===== src/logic/phy_ctrl_pkg.sv =====
// Constants, types and timing for the basic control register of the PHY
`default_nettype none
package phy_ctrl_pkg;
    localparam logic [4:0] CTRL_OFFSET = 5'h00;
    localparam logic [4:0] PHY_ADDR = 5'h01;
    localparam int BIT_RESET = 15;
    localparam int BIT_LOOP = 14;
    localparam int BIT_SPEED = 13;
    localparam int BIT_AN_EN = 12;
    localparam int BIT_PDOWN = 11;
    localparam int BIT_ISOLATE = 10;
    localparam int BIT_RESTART = 9;
    localparam int BIT_DUPLEX = 8;
    localparam int BIT_COLTEST = 7;
    localparam logic [15:0] CTRL_RESET = 16'h3080;
    localparam logic [1:0] OP_WRITE = 2'h1;
    localparam logic [1:0] OP_READ = 2'h2;
    localparam logic [5:0] PREAMBLE_BITS = 6'h20;
    localparam logic [5:0] HDR_BITS = 6'h0d;
    localparam logic [5:0] DATA_LAST = 6'h0f;
    localparam int CLK_PERIOD_NS = 100;
    localparam int RESET_TIME_NS = 1000;
    localparam int DEAD_TIME_NS = 560;
    // Least time rounds up, longest time rounds down
    localparam logic [3:0] RESET_CYCLES =
        4'((RESET_TIME_NS + CLK_PERIOD_NS - 1) / CLK_PERIOD_NS);
    localparam logic [2:0] DEAD_CYCLES = 3'(DEAD_TIME_NS / CLK_PERIOD_NS);
    typedef enum logic [2:0] {
        E_PRE = 3'b000,
        E_HDR = 3'b001,
        E_TA = 3'b010,
        E_RDAT = 3'b011,
        E_WDAT = 3'b100
    } eng_state_type;
endpackage
`default_nettype wire


===== src/logic/reg_access_if.sv =====
// Register access path between the frame engine and the register bank
`default_nettype none
interface reg_access_if;
    logic wr_stb;
    logic [4:0] addr;
    logic [15:0] wdata;
    logic [15:0] rdata;
    logic busy;
    modport engine (output wr_stb, output addr, output wdata, input rdata, input busy);
    modport bank (input wr_stb, input addr, input wdata, output rdata, output busy);
endinterface
`default_nettype wire


===== src/logic/mgmt_frame_engine.sv =====
// Serial management frame slave: preamble, header, turnaround, data
`default_nettype none
module mgmt_frame_engine (
    // Clock and reset
    input wire logic ref_clk,
    input wire logic reset_n,
    // Management pins
    input wire logic mdc,
    input wire logic mdio_in,
    output logic mdio_out,
    output logic mdio_oe,
    // Register access
    reg_access_if.engine bus
);
    import phy_ctrl_pkg::*;

    typedef struct packed {
        logic mdc_s1;
        logic mdc_s2;
        logic mdc_d;
        logic dio_s1;
        logic dio_s2;
        eng_state_type state;
        logic [5:0] cnt;
        logic [15:0] sh;
        logic is_read;
        logic mine;
        logic wr_stb;
        logic [4:0] addr;
        logic [15:0] wdata;
        logic out_nxt;
        logic oe_nxt;
        logic mdio_out;
        logic mdio_oe;
    } eng_type;

    eng_type st_r;
    eng_type st_nxt;
    logic rise;
    logic fall;
    logic bit_in;
    logic [12:0] hdr;

    ////////////////////////////////////////////////////////////////////////
    // Pins are sampled by two flops; edges are found past the second one
    assign rise = st_r.mdc_s2 & ~st_r.mdc_d;
    assign fall = ~st_r.mdc_s2 & st_r.mdc_d;
    assign bit_in = st_r.dio_s2;
    assign hdr = {st_r.sh[11:0], bit_in};

    always_comb begin
        st_nxt = st_r;
        st_nxt.wr_stb = 1'b0;
        st_nxt.mdc_s1 = mdc;
        st_nxt.mdc_s2 = st_r.mdc_s1;
        st_nxt.mdc_d = st_r.mdc_s2;
        st_nxt.dio_s1 = mdio_in;
        st_nxt.dio_s2 = st_r.dio_s1;
        // Read data changes on the falling edge so the master samples it stable
        if (fall) begin
            st_nxt.mdio_out = st_r.out_nxt;
            st_nxt.mdio_oe = st_r.oe_nxt;
        end
        if (rise) begin
            case (st_r.state)
                E_PRE: begin
                    if (bit_in) begin
                        if (st_r.cnt != PREAMBLE_BITS) begin
                            st_nxt.cnt = st_r.cnt + 6'h01;
                        end
                    end else if (st_r.cnt == PREAMBLE_BITS) begin
                        st_nxt.state = E_HDR;
                        st_nxt.cnt = 6'h00;
                        st_nxt.sh = 16'h0000;
                    end else begin
                        st_nxt.cnt = 6'h00;
                    end
                end
                E_HDR: begin
                    st_nxt.sh = {st_r.sh[14:0], bit_in};
                    st_nxt.cnt = st_r.cnt + 6'h01;
                    if (st_r.cnt == HDR_BITS - 6'h01) begin
                        st_nxt.cnt = 6'h00;
                        st_nxt.is_read = hdr[11:10] == OP_READ;
                        st_nxt.mine = hdr[9:5] == PHY_ADDR;
                        st_nxt.addr = hdr[4:0];
                        // Only well formed frames are served
                        if (hdr[12] && (hdr[11:10] == OP_READ || hdr[11:10] == OP_WRITE)) begin
                            st_nxt.state = E_TA;
                        end else begin
                            st_nxt.state = E_PRE;
                        end
                    end
                end
                E_TA: begin
                    st_nxt.cnt = st_r.cnt + 6'h01;
                    if (st_r.is_read && st_r.mine) begin
                        st_nxt.oe_nxt = 1'b1;
                        st_nxt.out_nxt = (st_r.cnt == 6'h00) ? 1'b0 : bus.rdata[15];
                        st_nxt.sh = {bus.rdata[14:0], 1'b0};
                    end
                    if (st_r.cnt == 6'h01) begin
                        st_nxt.cnt = 6'h00;
                        st_nxt.state = st_r.is_read ? E_RDAT : E_WDAT;
                    end
                end
                E_RDAT: begin
                    st_nxt.cnt = st_r.cnt + 6'h01;
                    st_nxt.out_nxt = st_r.sh[15];
                    st_nxt.sh = {st_r.sh[14:0], 1'b0};
                    if (st_r.cnt == DATA_LAST) begin
                        st_nxt.oe_nxt = 1'b0;
                        st_nxt.cnt = 6'h00;
                        st_nxt.state = E_PRE;
                    end
                end
                E_WDAT: begin
                    st_nxt.cnt = st_r.cnt + 6'h01;
                    st_nxt.sh = {st_r.sh[14:0], bit_in};
                    if (st_r.cnt == DATA_LAST) begin
                        st_nxt.wr_stb = st_r.mine;
                        st_nxt.wdata = {st_r.sh[14:0], bit_in};
                        st_nxt.cnt = 6'h00;
                        st_nxt.state = E_PRE;
                    end
                end
                default: begin
                    st_nxt.state = E_PRE;
                    st_nxt.cnt = 6'h00;
                end
            endcase
        end
    end

    always_ff @(posedge ref_clk or negedge reset_n) begin
        if (!reset_n) begin
            st_r <= '0;
        end else begin
            st_r <= st_nxt;
        end
    end

    assign mdio_out = st_r.mdio_out;
    assign mdio_oe = st_r.mdio_oe;
    assign bus.wr_stb = st_r.wr_stb;
    assign bus.addr = st_r.addr;
    assign bus.wdata = st_r.wdata;
endmodule // mgmt_frame_engine
`default_nettype wire


===== src/logic/phy_control_register.sv =====
// Basic control register of the PHY and the datapath controls it steers
`default_nettype none
module phy_control_register (
    // Clock and reset
    input wire logic ref_clk,
    input wire logic reset_n,
    // Management pins
    input wire logic mdc,
    input wire logic mdio_in,
    output logic mdio_out,
    output logic mdio_oe,
    // Hardware configuration pins
    input wire logic loop_cfg_valid,
    input wire logic loop_cfg_value,
    input wire logic host_power_down,
    // Negotiation engine
    input wire logic an_speed_100,
    input wire logic an_full_duplex,
    output logic an_enable,
    output logic an_restart,
    // Host-side nibble interface
    input wire logic mac_tx_en,
    input wire logic [3:0] mac_txd,
    output logic mac_rx_dv,
    output logic [3:0] mac_rxd,
    // Medium side
    input wire logic line_rx_dv,
    input wire logic [3:0] line_rxd,
    output logic line_tx_en,
    output logic [3:0] line_txd,
    // Operating mode
    output logic speed_100,
    output logic full_duplex,
    output logic power_down,
    output logic isolated,
    output logic loopback_active,
    output logic core_reset
);
    import phy_ctrl_pkg::*;

    typedef struct packed {
        logic [15:0] ctrl;
        logic [3:0] rst_cnt;
        logic [2:0] dead_cnt;
        logic [2:0] pin_s1;
        logic [2:0] pin_s2;
        logic an_restart;
        logic mac_rx_dv;
        logic [3:0] mac_rxd;
        logic line_tx_en;
        logic [3:0] line_txd;
        logic speed_100;
        logic full_duplex;
        logic power_down;
        logic isolated;
        logic loopback_active;
    } bank_type;

    bank_type st_r;
    bank_type st_nxt;
    reg_access_if bus ();
    logic cfg_valid;
    logic cfg_value;
    logic host_pd;
    logic lb_eff;
    logic pd_eff;
    logic wr_ctrl;

    ////////////////////////////////////////////////////////////////////////
    // Frame engine
    mgmt_frame_engine u_engine (
        .ref_clk(ref_clk),
        .reset_n(reset_n),
        .mdc(mdc),
        .mdio_in(mdio_in),
        .mdio_out(mdio_out),
        .mdio_oe(mdio_oe),
        .bus(bus)
    );

    ////////////////////////////////////////////////////////////////////////
    // Register view and effective modes
    assign cfg_valid = st_r.pin_s2[0];
    assign cfg_value = st_r.pin_s2[1];
    assign host_pd = st_r.pin_s2[2];
    assign lb_eff = cfg_valid ? cfg_value : st_r.ctrl[BIT_LOOP];
    assign pd_eff = st_r.ctrl[BIT_PDOWN] | host_pd;
    assign bus.busy = st_r.ctrl[BIT_RESET];
    // Duplex reads one while negotiating; stored bit is kept underneath
    always_comb begin
        bus.rdata = 16'h0000;
        if (bus.addr == CTRL_OFFSET) begin
            bus.rdata = st_r.ctrl;
            if (st_r.ctrl[BIT_AN_EN]) begin
                bus.rdata[BIT_DUPLEX] = 1'b1;
            end
        end
    end
    // Writes during a reset are dropped, since the register is being rebuilt
    assign wr_ctrl = bus.wr_stb && bus.addr == CTRL_OFFSET && !bus.busy;

    ////////////////////////////////////////////////////////////////////////
    // Next state
    always_comb begin
        st_nxt = st_r;
        st_nxt.pin_s1 = {host_power_down, loop_cfg_value, loop_cfg_valid};
        st_nxt.pin_s2 = st_r.pin_s1;
        st_nxt.an_restart = 1'b0;
        // Restart bit is visible for one cycle, then clears
        st_nxt.ctrl[BIT_RESTART] = 1'b0;
        if (st_r.ctrl[BIT_RESET]) begin
            if (st_r.rst_cnt == 4'h0) begin
                st_nxt.ctrl[BIT_RESET] = 1'b0;
            end else begin
                st_nxt.rst_cnt = st_r.rst_cnt - 4'h1;
            end
        end else if (wr_ctrl) begin
            if (bus.wdata[BIT_RESET]) begin
                st_nxt.ctrl = CTRL_RESET;
                st_nxt.ctrl[BIT_RESET] = 1'b1;
                st_nxt.rst_cnt = RESET_CYCLES - 4'h1;
            end else begin
                st_nxt.ctrl[BIT_LOOP] = bus.wdata[BIT_LOOP];
                st_nxt.ctrl[BIT_SPEED] = bus.wdata[BIT_SPEED];
                st_nxt.ctrl[BIT_AN_EN] = bus.wdata[BIT_AN_EN];
                st_nxt.ctrl[BIT_PDOWN] = bus.wdata[BIT_PDOWN];
                st_nxt.ctrl[BIT_ISOLATE] = bus.wdata[BIT_ISOLATE];
                st_nxt.ctrl[BIT_COLTEST] = bus.wdata[BIT_COLTEST];
                // Reserved bits are stored as written; software keeps them zero
                st_nxt.ctrl[6:0] = bus.wdata[6:0];
                if (!bus.wdata[BIT_AN_EN]) begin
                    st_nxt.ctrl[BIT_DUPLEX] = bus.wdata[BIT_DUPLEX];
                end
                if (bus.wdata[BIT_RESTART]) begin
                    st_nxt.ctrl[BIT_RESTART] = 1'b1;
                    st_nxt.an_restart = 1'b1;
                end
            end
        end
        // Descrambler resync: receive is blanked after loopback is entered
        if (lb_eff && !st_r.loopback_active) begin
            st_nxt.dead_cnt = DEAD_CYCLES;
        end else if (st_r.dead_cnt != 3'h0) begin
            st_nxt.dead_cnt = st_r.dead_cnt - 3'h1;
        end
        st_nxt.loopback_active = lb_eff;
        st_nxt.power_down = pd_eff;
        st_nxt.isolated = st_r.ctrl[BIT_ISOLATE];
        if (st_r.ctrl[BIT_AN_EN]) begin
            st_nxt.speed_100 = an_speed_100;
            st_nxt.full_duplex = an_full_duplex;
        end else begin
            st_nxt.speed_100 = st_r.ctrl[BIT_SPEED];
            st_nxt.full_duplex = st_r.ctrl[BIT_DUPLEX];
        end
        if (lb_eff) begin
            st_nxt.full_duplex = 1'b1;
        end
        // Receive path
        st_nxt.mac_rx_dv = 1'b0;
        st_nxt.mac_rxd = 4'h0;
        if (st_r.ctrl[BIT_ISOLATE] || pd_eff || st_r.ctrl[BIT_RESET]) begin
            st_nxt.mac_rx_dv = 1'b0;
        end else if (lb_eff) begin
            if (st_r.dead_cnt == 3'h0 && st_r.loopback_active) begin
                st_nxt.mac_rx_dv = mac_tx_en;
                st_nxt.mac_rxd = mac_txd;
            end
        end else begin
            st_nxt.mac_rx_dv = line_rx_dv;
            st_nxt.mac_rxd = line_rxd;
        end
        // Transmit path
        st_nxt.line_tx_en = 1'b0;
        st_nxt.line_txd = 4'h0;
        if (!st_r.ctrl[BIT_ISOLATE] && !pd_eff && !lb_eff && !st_r.ctrl[BIT_RESET]) begin
            st_nxt.line_tx_en = mac_tx_en;
            st_nxt.line_txd = mac_txd;
        end
    end

    always_ff @(posedge ref_clk or negedge reset_n) begin
        if (!reset_n) begin
            st_r <= '0;
            st_r.ctrl <= CTRL_RESET;
        end else begin
            st_r <= st_nxt;
        end
    end

    ////////////////////////////////////////////////////////////////////////
    // Outputs
    assign an_enable = st_r.ctrl[BIT_AN_EN];
    assign an_restart = st_r.an_restart;
    assign mac_rx_dv = st_r.mac_rx_dv;
    assign mac_rxd = st_r.mac_rxd;
    assign line_tx_en = st_r.line_tx_en;
    assign line_txd = st_r.line_txd;
    assign speed_100 = st_r.speed_100;
    assign full_duplex = st_r.full_duplex;
    assign power_down = st_r.power_down;
    assign isolated = st_r.isolated;
    assign loopback_active = st_r.loopback_active;
    assign core_reset = st_r.ctrl[BIT_RESET];
endmodule // phy_control_register
`default_nettype wire


===== config.mk =====
export PLATFORM = sky130hd
export DESIGN_NAME = phy_control_register
export DESIGN_NICKNAME = d
export VERILOG_FILES = /design/src/logic/phy_ctrl_pkg.sv /design/src/logic/reg_access_if.sv /design/src/logic/mgmt_frame_engine.sv /design/src/logic/phy_control_register.sv
export SDC_FILE = /design/constraint.sdc
export NUM_CORES = 1
export LEC_CHECK = 0
export BUFFER_PORTS_ARGS = -buffer_cell sky130_fd_sc_hd__buf_2
export CAP_MARGIN = 10
export CORE_MARGIN = 2
export CORE_UTILIZATION = 56
export DETAILED_ROUTE_END_ITERATION = 6
export PLACE_DENSITY_LB_ADDON = 0.15
export SKIP_LAST_GASP = 1
export SLEW_MARGIN = 20
export SYNTH_ARGS = -nofsm -noshare
export SYNTH_HDL_FRONTEND = slang
export SYNTH_SLANG_ARGS = --single-unit

===== constraint.sdc =====
create_clock -name ref_clk -period 2.7 [get_ports ref_clk]
set_input_delay 0.54 -clock ref_clk [delete_from_list [all_inputs] [get_ports ref_clk]]
set_output_delay 0.54 -clock ref_clk [all_outputs]
set_load 0.05 [all_outputs]

==> flow_summary.rst <==
.. list-table::
   :header-rows: 1

   * - Metric
     - Value
   * - Die area
     - 0.009148 mm2
   * - Remaining design rule violation count
     - 0
   * - Multiplexer area fraction after synthesis
     - 3.272%
   * - First-pass GRT wire length
     - ~16 mm
   * - Total setup buffers inserted after CTS
     - 0
   * - Xor and xnor area share after synthesis
     - less than 1%
   * - Number of failing setup endpoints in the final timing report
     - 0
   * - Worst path max stage delay
     - 0.50 ns
   * - Number of nets in the layout
     - 482
   * - Critical-path cell with the highest stage delay
     - nand3b_1
   * - Area Growth Syn to Fin
     - 8.965%
   * - Ratio of cells with drive above 1 in the final layout
     - 19.31%
   * - Violation count after the first detailed-routing iteration
     - 219
   * - Cells after Synth
     - around 430
   * - Synth Register Bits
     - around 100
   * - Antenna Nets Post-Route
     - 0
   * - Highest clock frequency the design can meet
     - ~0.45 GHz
   * - Die height
     - 95.65 um
   * - Main combinational cell family by area after synthesis
     - compound AO/OA/AOI/OAI gates
   * - Average vias per placed instance
     - 5.769
   * - Fraction of the mapped netlist area in simple logic gates
     - 16.01%
   * - Max-cap violation count
     - 0
   * - Critical-path cell list
     - ha_1, nand3_1, nand2b_1, nand3b_1, buf_4, nand2_1, o21ai_0
   * - Count of cells resized by post-cts repair
     - 0
   * - Routed wire length
     - 9.423 mm
   * - Synthesized-area fraction occupied by ao, oa, aoi and oai cells
     - approximately 17%
   * - Inserted Clock Buffers
     - 9
   * - Number of global-route vias before repair
     - 3086
   * - Yosys warning total
     - 0
   * - Unrepaired setup endpoints after global routing
     - false
   * - Total cell area at the placement stage
     - 0.004903 mm2
   * - WHS
     - 0.1818 ns
   * - Classification of the worst-slack hold path
     - input pin to asynchronous set/reset pin
   * - Overall via count from detail_route
     - roughly 3.3k
   * - Site Rows
     - 33
   * - Max Clock Skew
     - between 0.005 and 0.006 ns
   * - Pwr Density
     - between 500 and 600 mW/mm2
   * - Number of antenna violations at the first check in global routing
     - 0
   * - Maximum fanout count along the critical path
     - 18
   * - I/O pin count
     - 39
   * - Proportion of synthesized chip area in sequential cells
     - 54.35%
   * - Fill cell instance count of the final layout
     - 656
   * - Reported leakage power
     - 0.002409 uW
   * - Die span in x
     - 95.65 um
   * - Count of input and output buffers
     - 38
   * - Detailed-router iteration count before antenna repair
     - 4
   * - Adder and majority gate portion of the synthesized area
     - 1.862%
   * - Reg clk slew, reported paths
     - 0.09 ns
   * - Total instance count after detailed placement
     - 550
   * - Async set or reset register ratio after synthesis
     - 100.0%
   * - Pin count of the biggest net entering global routing
     - 48
   * - Total half-perimeter wirelength after legalization and detailed placement
     - 6.384 mm
   * - Sort of element at the end of the critical path
     - flip-flop
   * - ANT cells
     - 0
   * - Routed wirelength normalized by instance count
     - 16.65 um
   * - Final-report hold violation count
     - 0
   * - Weighted congestion at the end of routability-driven global placement
     - 0.8050
   * - Period Utilization, post-route
     - 82.39%
   * - Initial Utilization
     - a little under three fifths
   * - Post-synth EDFFs
     - 0
   * - Clock latency on the worst-skew pair
     - 0.36 ns
   * - CP arrival
     - around 2.5 ns
   * - Syn nets
     - roughly 450
   * - CTS Hold Buffers Added
     - 0
   * - CP Launch Type
     - flip-flop
   * - Relative max-transition margin
     - between 20% and 30%
   * - Clock root buffer
     - clkbuf_8
   * - Clock tree from TritonCTS
     - yes
   * - Maximum level of the CTS H-tree
     - 3
   * - Maximum vdd drop
     - ~0.38 mV
   * - Maximum buffer depth of the clock tree
     - 2
   * - Total global routing overflow
     - 0
   * - Worst reg2reg setup slack
     - 0.48 ns
   * - Distinct cell type count after synthesis
     - 65
   * - GR Util All Layers
     - ~22%
   * - Time the worst path needs with I/O delays and setup
     - 2.225 ns
   * - Max-slew violation total from the final report
     - 0
   * - Pin slew with the least headroom to its limit
     - 1.068 ns
   * - Final-layout setup total negative slack
     - 0 ns
   * - Data required time at the worst endpoint
     - 2.95 ns
   * - Post-Synthesis Mean Instance Area
     - 10.99 um2
   * - Area of all placed cells without fillers
     - ~0.0051 mm2
   * - Final cell count without fillers
     - 566
   * - Outcome
     - finished, final reports clean
   * - Post-Syn Area
     - 0.004703 mm2
   * - Power consumption
     - 2964 uW
   * - Type of the worst setup path
     - flip-flop to flip-flop
   * - Clk sinks
     - about 100
   * - Most used flip-flop cell after synthesis
     - dfrtp_1
   * - Core footprint
     - a little over 0.008 mm2
-- cell usage after synthesis, types with 2 or more instances --
cell      number  area (um2)
nor3_1         5       25.02
a221o_1       12       120.1
buf_2          7       35.03
nand2b_1       5       31.28
a32o_1        15       150.1
nor4_1         2       12.51
nor3b_1        2       15.01
xnor2_1        2       17.52
dfrtp_1       99        2477
nor2_1        21       78.83
mux2_2         8       90.09
nand2_1       50       187.7
mux2i_1        3       30.03
a21o_1         5       37.54
ha_1           7       87.58
buf_6          2       22.52
and2_1         5       31.28
nand3_1        5       25.02
clkbuf_1       8       30.03
a22o_1         8       70.07
a21oi_1       12       60.06
o21ai_0       41       205.2
inv_1         25       93.84
mux2_1         3       33.78
nand3b_1      14       105.1
or3_1          4       25.02
dfstp_2        3       78.83
nor2b_1        6       37.54
xor2_1         2       17.52
buf_4         12       90.09
-- through the flow --
| stage | utilization, % | setup slack (ns) |
|---|---|---|
| final | 62.69 | 0.4754 |
| after global routing | 62.69 | 0.3110 |
| after CTS | 62.69 | 0.4926 |
| after detailed placement | 59.98 | 0.5089 |
| after global placement | 59.98 | 0.5857 |
| after floorplan | - | 0.8303 |
-- per-layer routing --
metal / track usage [%] / part of all wire [%] / vias up / wire length (um)
met1: 31.63 / 47 / 1587 / 4439
met3: 5.534 / 4.8 / 18 / 451
met5: 0 / 0 / - / 0
li1: - / - / 1575 / -
met2: 33.10 / 46 / 85 / 4340
met4: 8.810 / 2.0 / 0 / 192
-- logic make-up after synthesis --
| family | Yosys count |
|---|---|
| AND/OR/NAND/NOR | 135 |
| AO/OA/AOI/OAI | 110 |
| buffers and inverters | 56 |
| adder cells (fa/ha/maj) | 7 |
| multiplexers | 14 |
| XOR/XNOR | 4 |
| flip-flops | 102 |
-- power breakdown --
part	internal, uW	leakage (uW)	total, uW	switching [uW]
combinational	107	0.000928	277	170
clock	546	0.000116	1060	513
sequential	1580	0.00136	1630	45.3
-- cell type report --
type                       count  area [um2]  area share (%)
multi-input combinational    270        1842           35.94
sequential                   102        2556           49.88
inverter                      25       93.84           1.831
clock buffer                  10       137.6           2.686
timing repair buffer          48       280.3           5.469
clock inverter                 6       83.83           1.636
tap                          105       131.4           2.563
-- placed cells by master, fill, tap and decap left out, types with 8 or more instances in the layout --
cell and n:
inv_1 25, clkbuf_8 10, buf_4 10, dfrtp_1 99, a221o_1 12, o21ai_0 41
a32o_1 15, nand3b_1 14, buf_2 37, mux2_2 8, a21oi_1 12, nor2_1 21
nand2_1 50, a22o_1 8
-- worst paths after layout --
path | startpoint | endpoint | cells past startpoint
min in group ref_clk | mdio_in | u_engine.st_nxt[53] | 1
max reg2reg | u_engine.st_r[44] | u_engine.bus.wdata[11] | 7
min | reset_n | u_engine.st_nxt[53] | 1
max in group asynchronous | reset_n | st_r[36] | 2
max | u_engine.st_r[44] | u_engine.bus.wdata[11] | 7
min reg2reg | u_engine.st_nxt[53] | u_engine.bit_in | 0
-- worst max-delay path: cells and delay by family (launching register included) --
family	cells	cell delay [ns]
adder cells (fa/ha/maj)	1	0.26
AND/OR/NAND/NOR	4	0.94
AO/OA/AOI/OAI	1	0.08
buffers and inverters	1	0.37
flip-flops	1	0.46
-- registers in the layout (all words and copies together), names as in the netlist, 3 cells and up --
name                flops
u_engine.st_nxt         3
u_engine.hdr           12
u_engine.bus.wdata     16
line_txd                4
st_nxt                  4
st_r                   19
u_engine.bus.addr       5
u_engine.st_r          18
mac_rxd                 4
Note: power is estimated with default switching activity, not from simulation.
